File: config.mk
export PLATFORM = sky130hd
export DESIGN_NAME = dpw_host
export DESIGN_NICKNAME = d
export VERILOG_FILES = /design/src/dpw_pkg.sv /design/src/dpw_host.sv /design/src/dpw_sync.sv
export SDC_FILE = /design/constraint.sdc
export NUM_CORES = 1
export LEC_CHECK = 0
export ABC_AREA = 1
export ABC_CLOCK_PERIOD_IN_PS = 3700
export BUFFER_PORTS_ARGS = -buffer_cell sky130_fd_sc_hd__buf_2
export CAP_MARGIN = 25
export CORE_MARGIN = 2
export CORE_UTILIZATION = 55
export CTS_BUF_LIST = sky130_fd_sc_hd__clkbuf_8
export DETAILED_ROUTE_END_ITERATION = 10
export GPL_TIMING_DRIVEN = 0
export HOLD_SLACK_MARGIN = 0.05
export PLACE_DENSITY_LB_ADDON = 0.3
export SETUP_SLACK_MARGIN = 0.05
export SLEW_MARGIN = 20
export SYNTH_ARGS = -nofsm -noshare
export SYNTH_HDL_FRONTEND = slang
export SYNTH_SLANG_ARGS = --single-unit
File: constraint.sdc
create_clock -name mclk_i -period 3.7 [get_ports mclk_i]
set_input_delay 0.74 -clock mclk_i [delete_from_list [all_inputs] [get_ports mclk_i]]
set_output_delay 0.74 -clock mclk_i [all_outputs]
set_load 0.005 [all_outputs]
File: src/dpw_pkg.sv
// Package for the dual-port SRAM write-cycle host controller
`default_nettype none
package dpw_pkg;
	// Port geometry
	localparam int ADDR_W = 13;
	localparam int DATA_W = 18;
	localparam int LANE_W = 9;
	// Clock and timing (times in ns, fastest grade)
	localparam int CLK_NS       = 40;
	localparam int T_EW_NS      = 12;
	localparam int T_WP_NS      = 12;
	localparam int T_WZ_NS      = 10;
	localparam int T_DW_NS      = 10;
	localparam int T_SWRD_NS    = 5;
	localparam int T_SPS_NS     = 5;
	localparam int T_DH_NS      = 0;
	localparam int T_RD_NS      = 15;
	// Least times round up; all but WZDW_CYC also floored at one cycle
	localparam int WP_CYC   = ((T_WP_NS + CLK_NS - 1) / CLK_NS) < 1 ? 1 :
		(T_WP_NS + CLK_NS - 1) / CLK_NS;
	localparam int WZDW_CYC = ((T_WZ_NS + T_DW_NS + CLK_NS - 1) / CLK_NS);
	localparam int WPOE_CYC = (WZDW_CYC > WP_CYC) ? WZDW_CYC : WP_CYC;
	localparam int SWRD_CYC = ((T_SWRD_NS + CLK_NS - 1) / CLK_NS) < 1 ? 1 :
		(T_SWRD_NS + CLK_NS - 1) / CLK_NS;
	localparam int SPS_CYC  = ((T_SPS_NS + CLK_NS - 1) / CLK_NS) < 1 ? 1 :
		(T_SPS_NS + CLK_NS - 1) / CLK_NS;
	localparam int RD_CYC   = ((T_RD_NS + CLK_NS - 1) / CLK_NS) < 1 ? 1 :
		(T_RD_NS + CLK_NS - 1) / CLK_NS;
	localparam int CNT_W    = 4;
	// Command kinds
	localparam logic [1:0] CMD_ARR_WR = 2'h0;
	localparam logic [1:0] CMD_ARR_RD = 2'h1;
	localparam logic [1:0] CMD_SEM_WR = 2'h2;
	localparam logic [1:0] CMD_SEM_RD = 2'h3;
	// User request
	typedef struct packed {
		logic [1:0]        kind;
		logic [ADDR_W-1:0] addr;
		logic [DATA_W-1:0] data;
		logic [1:0]        lanes;
		logic              oe_during_wr;
	} dpw_req_s;
	// Port control pins, active low
	typedef struct packed {
		logic chip_select_n;
		logic write_strobe_n;
		logic output_enable_n;
		logic upper_byte_select_n;
		logic lower_byte_select_n;
		logic flag_access_strobe_n;
	} dpw_ctl_s;
	// Controller states
	typedef enum logic [6:0] {
		ST_IDLE  = 7'h01,
		ST_SETUP = 7'h02,
		ST_PULSE = 7'h04,
		ST_HOLD  = 7'h08,
		ST_READ  = 7'h10,
		ST_GAP   = 7'h20,
		ST_DONE  = 7'h40
	} dpw_state_e;
	localparam dpw_ctl_s CTL_IDLE = 6'h3F;
endpackage : dpw_pkg
`default_nettype wire

File: src/dpw_host.sv
// Host controller driving one port of a dual-port SRAM with semaphores
//
// What this block does
// - Hold the access-select condition steady for at least 12 ns.
// - Address changes only while write strobe or selects are inactive.
// - Output enable low: pulse at least max(pulse, turnoff plus setup).
// - Output enable high: pulse may be as short as minimum width.
// - Host never drives data while the device may still drive it.
// - Write data held valid past the end of write.
// - Allow flag write-to-read time before reading the flag back.
// - Both-port flag writes separated by contention window to be fair.
// - Keep chip select high through flag write and read sequence.
`default_nettype none
module dpw_host
	import dpw_pkg::*;
(
	// Clock and reset
	input  wire logic                      mclk_i,
	input  wire logic                      rst_i,
	// User request and answer
	input  wire logic                      req_valid_i,
	input  wire dpw_pkg::dpw_req_s         req_i,
	output logic                           req_ready_o,
	output logic                           done_o,
	output logic [dpw_pkg::DATA_W-1:0]     rdata_o,
	output logic                           flag_o,
	// Port pins
	output dpw_pkg::dpw_ctl_s              ctl_o,
	output logic [dpw_pkg::ADDR_W-1:0]     addr_o,
	output logic [dpw_pkg::DATA_W-1:0]     data_o,
	output logic                           data_oe_o,
	input  wire logic [dpw_pkg::DATA_W-1:0] data_i
);
	import dpw_pkg::*;

	dpw_state_e        state, next_state;
	dpw_req_s          cur, next_cur;
	dpw_ctl_s          next_ctl;
	logic [CNT_W-1:0]  cnt, next_cnt;
	logic [ADDR_W-1:0] next_addr;
	logic [DATA_W-1:0] next_data;
	logic              next_oe;
	logic              next_ready, next_done, next_flag;
	logic [DATA_W-1:0] next_rdata;
	logic [DATA_W-1:0] din_sync;
	logic              is_wr, is_sem;

	// Data pins arrive from outside the clock domain
	dpw_sync #(.W(DATA_W)) u_sync (
		.mclk_i  (mclk_i),
		.rst_i   (rst_i),
		.async_i (data_i),
		.sync_o  (din_sync)
	);

	assign is_wr  = (cur.kind == CMD_ARR_WR) || (cur.kind == CMD_SEM_WR);
	assign is_sem = cur.kind[1];

	// Sequencer: selects first, strobe after, strobe released first
	always_comb begin
		next_state = state;
		next_cur   = cur;
		next_cnt   = cnt;
		next_ctl   = ctl_o;
		next_addr  = addr_o;
		next_data  = data_o;
		next_oe    = data_oe_o;
		next_ready = 1'b0;
		next_done  = 1'b0;
		next_rdata = rdata_o;
		next_flag  = flag_o;
		case (state)
			ST_IDLE: begin
				next_ready = 1'b1;
				next_ctl   = CTL_IDLE;
				next_oe    = 1'b0;
				if (req_valid_i && req_ready_o) begin
					next_ready = 1'b0;
					next_cur   = req_i;
					// Address moves only with every strobe inactive
					next_addr  = req_i.addr;
					next_state = ST_SETUP;
				end
			end
			ST_SETUP: begin
				if (is_sem) begin
					// Chip select stays high for flag traffic
					next_ctl.chip_select_n        = 1'b1;
					next_ctl.flag_access_strobe_n = 1'b0;
					next_ctl.upper_byte_select_n  = 1'b1;
					next_ctl.lower_byte_select_n  = 1'b1;
				end else begin
					next_ctl.chip_select_n        = 1'b0;
					next_ctl.flag_access_strobe_n = 1'b1;
					next_ctl.upper_byte_select_n  = ~cur.lanes[1];
					next_ctl.lower_byte_select_n  = ~cur.lanes[0];
				end
				next_ctl.output_enable_n = is_wr ? ~cur.oe_during_wr : 1'b0;
				next_cnt = '0; // Selects now held until DONE
				next_state = is_wr ? ST_PULSE : ST_READ;
			end
			ST_PULSE: begin
				// Selects settled a cycle before the strobe falls
				next_ctl.write_strobe_n = 1'b0;
				// Drive data only once device drivers are off
				next_oe   = ctl_o.output_enable_n || (cnt != '0);
				next_data = cur.data;
				next_cnt  = cnt + CNT_W'(1);
				if ((cur.oe_during_wr && cnt >= CNT_W'(WPOE_CYC)) ||
						(!cur.oe_during_wr && cnt >= CNT_W'(WP_CYC - 1))) begin
					next_oe    = 1'b1;
					next_state = ST_HOLD;
				end
			end
			ST_HOLD: begin
				// Strobe rises first, ending the write
				next_ctl.write_strobe_n = 1'b1;
				// Output enable off with the strobe, so the device
				// never turns its drivers on under our held data
				next_ctl.output_enable_n = 1'b1;
				next_oe    = 1'b1;
				next_cnt   = '0;
				next_state = is_sem ? ST_GAP : ST_DONE;
			end
			ST_GAP: begin
				// Selects held while flag settles across ports
				next_oe  = 1'b0;
				next_cnt = cnt + CNT_W'(1);
				if (cnt >= CNT_W'(((SWRD_CYC > SPS_CYC) ? SWRD_CYC : SPS_CYC)
						- 1)) begin
					next_state = ST_DONE;
				end
			end
			ST_READ: begin
				next_cnt = cnt + CNT_W'(1);
				// Two sync stages plus access time
				if (cnt >= CNT_W'(RD_CYC + 2)) begin
					next_rdata = din_sync;
					next_flag  = din_sync[0];
					next_state = ST_DONE;
				end
			end
			ST_DONE: begin
				next_ctl   = CTL_IDLE;
				next_oe    = 1'b0;
				next_done  = 1'b1;
				next_state = ST_IDLE;
			end
			default: next_state = ST_IDLE;
		endcase
	end

	always_ff @(posedge mclk_i) begin
		if (rst_i) begin
			state       <= ST_IDLE;
			cur         <= '0;
			cnt         <= '0;
			ctl_o       <= CTL_IDLE;
			addr_o      <= '0;
			data_o      <= '0;
			data_oe_o   <= 1'b0;
			req_ready_o <= 1'b0;
			done_o      <= 1'b0;
			rdata_o     <= '0;
			flag_o      <= 1'b0;
		end else begin
			state       <= next_state;
			cur         <= next_cur;
			cnt         <= next_cnt;
			ctl_o       <= next_ctl;
			addr_o      <= next_addr;
			data_o      <= next_data;
			data_oe_o   <= next_oe;
			req_ready_o <= next_ready;
			done_o      <= next_done;
			rdata_o     <= next_rdata;
			flag_o      <= next_flag;
		end
	end
endmodule : dpw_host
`default_nettype wire

File: src/dpw_sync.sv
// Two-flop synchroniser bank for the port's returning data pins
`default_nettype none
module dpw_sync #(
	parameter int W = 18
) (
	// Clock and reset
	input  wire logic         mclk_i,
	input  wire logic         rst_i,
	// Asynchronous input and its synchronised copy
	input  wire logic [W-1:0] async_i,
	output logic      [W-1:0] sync_o
);
	logic [W-1:0] meta;
	logic [W-1:0] next_meta;
	logic [W-1:0] next_sync;

	// First stage feeds only the second
	always_comb begin
		next_meta = async_i;
		next_sync = meta;
	end

	always_ff @(posedge mclk_i) begin
		if (rst_i) begin
			meta   <= '0;
			sync_o <= '0;
		end else begin
			meta   <= next_meta;
			sync_o <= next_sync;
		end
	end
endmodule : dpw_sync
`default_nettype wire

; Word level (Yosys, flattened, before mapping)
; Cells that the tools add are included.
[classes]
addsub = 1
n_lt_le_gt_ge = 3
eq_ne = 12
mux = 19
bitwise = 4
reduce_logical = 23
[ops]
columns = cell, n
row1 = 7-bit case mux with 6 select lines, 1
row2 = 7-bit 2-to-1 mux, 5
row3 = 3-bit OR reduction, 3
row4 = "4-bit by 1-bit greater-or-equal comparator with 1-bit output, second input constant", 2
row5 = "2-bit != test, second input constant", 4
row6 = 4-bit case mux with 2 select lines, 1
row7 = 2-bit nonzero test, 4
row8 = "7-bit by 1-bit equality test with 1-bit output, second input constant", 1
row9 = "7-bit by 2-bit equality test with 1-bit output, second input constant", 1
row10 = "7-bit by 3-bit equality test with 1-bit output, second input constant", 1
row11 = "7-bit by 4-bit equality test with 1-bit output, second input constant", 1
row12 = "7-bit by 5-bit equality test with 1-bit output, second input constant", 1
row13 = "7-bit by 6-bit equality test with 1-bit output, second input constant", 1
row14 = "7-bit equality test, second input constant", 1
row15 = 1-bit case mux with 2 select lines, 3
row16 = 3-bit case mux with 2 select lines, 1
row17 = 2-bit OR reduction, 3
row18 = 1-bit 2-to-1 mux, 5
row19 = 5-bit 2-to-1 mux, 1
row20 = "4-bit by 1-bit adder with 4-bit output, second input constant", 1
row21 = "4-bit by 2-bit greater-or-equal comparator with 1-bit output, second input constant", 1
row22 = 1-bit NOT, 4
row23 = 2-bit AND reduction, 2
row24 = 4-bit AND reduction, 1
row25 = 9 further kinds, 13
[word_totals]
register_bits = 129
output_inout_bits = 59
word_cells = 83

; Longest topological paths before layout
[depth]
depth_word = 5
ltp_mapped = 9
ltp_nobuf = 9

; By module
; A second synthesis with hierarchy kept.
[hier_totals]
cells_unflattened = 545
hier_area_um2 = 4606.9
[by_module_without_submodules]
columns = mod, n_inst, cells_each, area_per_inst_um2, seq_area_each_um2
row1 = dpw_host, 1, 433, 3565.9, 1841.8
row2 = dpw_sync, 1, 112, 1041.0, 720.7

; Worst setup path before layout
; Ideal clock, no wire load.
[synth_path]
path_type = in2reg
start = input port rst_i
end = register u_sync.meta[0]
arrival_ns = 1.352
required_time_ns = 3.572
setup_slack_ns = 2.220
cell_stages = 3
cell_sequence = clkbuf_1 > buf_1 > nor2_1
[synth_lines]
columns = item, line_no
row1 = start: declaration, dpw_host.sv:19  ; input wire logic rst_i,
row2 = end signal: assignment, dpw_sync.sv:28  ; meta <= next_meta;
row3 = end: declaration, dpw_sync.sv:13  ; logic [W-1:0] meta;
; No word-level cell between the ends.

; Worst setup path in the final report
[layout_path]
start = register state[4]
end = register cur[7] (netlist bit)
[layout_between]
elab_chain_cells = 2
[layout_rtl]
columns = item, line_no
row1 = start: declaration, dpw_host.sv:36  ; dpw_state_e state, next_state;
row2 = start signal: assignment, dpw_host.sv:167  ; state <= next_state;
row3 = 7-bit by 1-bit equality test with 1-bit output, dpw_host.sv:72  ; case (state)
row4 = 2-bit AND reduction (no line), --
row5 = end signal: assignment, dpw_host.sv:168  ; cur <= next_cur;
row6 = end: declaration, dpw_host.sv:37  ; dpw_req_s cur, next_cur;
; No other way between the ends.
; A chain may end at the register's enable or synchronous reset.

==> metrics.yaml <==
status: "finished, final reports clean"
synth.avg_cell_area_sq_um: 8.25
crit_arrival_ps: 2030
ctsHoldBuffers: 0
start_kind: "flip-flop"
core_sq_um: 7810
hold_path.class: "reg -> reg"
routedWlPerCell_microns: 12.3
ios: 116
clkPwrFrac: 0.322
worstPathRequired_ps: 4010
cts_buffers: 17
crit_path_max_incr_delay_ps: 320
worst_setup_path_end_kind: "flip-flop"
relSlewSlack: 0.656
htreeDepth: 4
clock_latency_ps: 430
grt.overflow.total: 0
fp-row-count: 32
vias: 3834
switchingPower_uw: 912
layout_common_cells: "dfxtp_1, buf_2, inv_1"
drtIter0Drc: 129
fp.dieH_microns: 94.2
wirelength_mm: 9.73
drive_gt1_frac: 0.259
antenna_found_initial: 0
dp_hpwl_mm: 7.16
post_cts_buffers: 0
ir_worst_vdd_v: 0.000363
drv_slew: 0
ff2ff_setup_slack_ps: 1980
powerDensity_nw_per_um2: 557
die-area_sq_um: 8870
internal_power_uw: 2150
clock_sinks: 128
rsz0062_at_grt: "no"
grt_max_degree: 17
critPathMaxFanout: 10
post-route-period-util: 0.466
clockRootBuffer: "clkbuf_8"
clk_pin_slew_ps: 70
reg2reg_depth: 7
start_util: 0.573
synth-seq-cells: 128
maxCapViolations: 0
final_net_count: 736
first_pass_iters: 4
skew_ps: 8.27
seq_power_share: 0.514
layout_commonest_cell: "dfxtp_1"
netSwitchingFraction: 0.297
slowest_stage: "dfxtp_1"
ctsResizeCount: 0
yosysSeqAreaShare: 0.573
diodes: 0
power_leakage_uw: 0.00266
syn_to_final_growth_pct: 23.1
p_total_uw: 3070
cts_tree: "yes"
hold_viol_final: 0
ant_nets: 0
place_congestion: 0.831
io_buffers: 115
yosys_warnings: 0
drc: 0
grt_pass1_wl_mm: 16.0
worst_slew_pin_slew_ps: 516
synth_area_sq_um: 4470
viasPerCell: 4.85
grt.total_usage: 0.230
die_w_microns: 94.2
crit_top_cell: "nor2_1"
clock.fmax_mhz: 581
fin_crit_ps: 1720
syn_nets: 602
setup_tns_ps: 0
combPwrFrac: 0.165
syn_inst: 542
grt_pass1_vias: 3734
setup_viol: 0
criticalPathCategory: "reg -> reg"
yosys.cell_types.count: 28
holdPathStages: 2
cp_cell_sequence: "nor2_1, nand2_1, nor2_1, nand3_2, clkbuf_1, o21ai_0, a21oi_1"
clk_path_buf_depth: 2
power by group through the flow:
stage | combinational (uW) | sequential, uW | clock (uW)
2_1_floorplan | 330 | 1600 | 0
3_3_place_gp | 489 | 1600 | 0
3_5_place_dp | 503 | 1610 | 0
4_1_cts | 506 | 1570 | 1000
5_1_grt | 575 | 1590 | 1060
6_report | 505 | 1570 | 986
state kept, by name, indices dropped and copies added, names as in the netlist, 6 cells and up:
signal / count
addr_o: 13
u_sync.sync_o: 18
u_sync.meta: 18
cur: 23
state: 7
ctl_o: 6
rdata_o: 18
data_o: 18
critical path: cells and delay by family, from the launching register on:
| kind | cells | cell delay [ps] |
|---|---|---|
| and+or+nand+nor | 4 | 700 |
| DFF | 1 | 320 |
| AOI/OAI and AO/OA | 2 | 290 |
| buffers and inverters | 1 | 280 |
metal layers:
layer / part of all wire / vias to the layer above / track usage
met5: 0 / - / 0
met4: 0.015 / 0 / 0.0894
met3: 0.067 / 16 / 0.0682
met2: 0.49 / 118 / 0.406
met1: 0.43 / 1734 / 0.261
li1: - / 1966 / -
worst paths after layout:
kind | start | endpoint
hold / removal | u_sync.meta[9]$_SDFF_PP0_ | u_sync.sync_o[9]$_SDFF_PP0_
setup / recovery | state[4]$_SDFFE_PP0P_ | cur[7]$_SDFFE_PP0P_
setup reg to reg | state[4]$_SDFFE_PP0P_ | cur[7]$_SDFFE_PP0P_
hold reg to reg | u_sync.meta[9]$_SDFF_PP0_ | u_sync.sync_o[9]$_SDFF_PP0_
kinds of logic (layout without fill, tap and decap cells):
| group | count (synthesis) | after routing | share of synthesized area |
|---|---|---|---|
| compound gates | 138 | 138 | 0.155 |
| fa+ha+maj | 3 | 3 | 0.00839 |
| xor+xnor | 2 | 2 | 0.00392 |
| flops | 128 | 128 | 0.573 |
| simple gates | 154 | 154 | 0.154 |
| buf+inv | 117 | 263 | 0.105 |
through the flow:
stage	hold slack (ps)	utilization	setup slack, ps	instance area (sq um)	std cells
after floorplan	388	-	2220	4470	542
after CTS	403	0.705	1960	5510	790
after global placement	390	0.663	1850	5180	759
after global routing	411	0.705	1810	5510	790
final	401	0.705	1980	5510	790
after detailed placement	392	0.663	1830	5180	759
cell usage after synthesis:
cell type / count / area share
a21oi_1: 64 / 0.072
buf_1: 2 / 0.0017
buf_2: 8 / 0.0090
buf_4: 1 / 0.0017
buf_6: 2 / 0.0050
clkbuf_1: 13 / 0.011
clkbuf_2: 1 / 0.0011
dfxtp_1: 128 / 0.57
ha_1: 3 / 0.0084
inv_1: 88 / 0.074
inv_2: 1 / 0.00084
inv_4: 1 / 0.0014
nand2_1: 29 / 0.024
nand2_4: 1 / 0.0025
nand3_1: 15 / 0.017
nand3_2: 1 / 0.0022
nand3b_1: 1 / 0.0017
nand4_1: 2 / 0.0028
nor2_1: 85 / 0.071
nor2_2: 11 / 0.015
nor2_4: 3 / 0.0076
nor3_1: 4 / 0.0045
nor3_4: 1 / 0.0036
o2111ai_1: 1 / 0.0020
o21ai_0: 53 / 0.059
o21ai_1: 20 / 0.022
or2_2: 1 / 0.0014
xor2_1: 2 / 0.0039
layout make-up:
class / instances / area [sq um]
Buffer: 27 / 131
Clock buffer: 17 / 234
Clock inverter: 14 / 97.6
Fill cell: 644 / 2300
Inverter: 90 / 340
Multi-Input combinational cell: 297 / 1440
Sequential cell: 128 / 2560
Tap cell: 102 / 128
Timing Repair Buffer: 115 / 576
No activity file was read; power rests on OpenSTA's default activity.
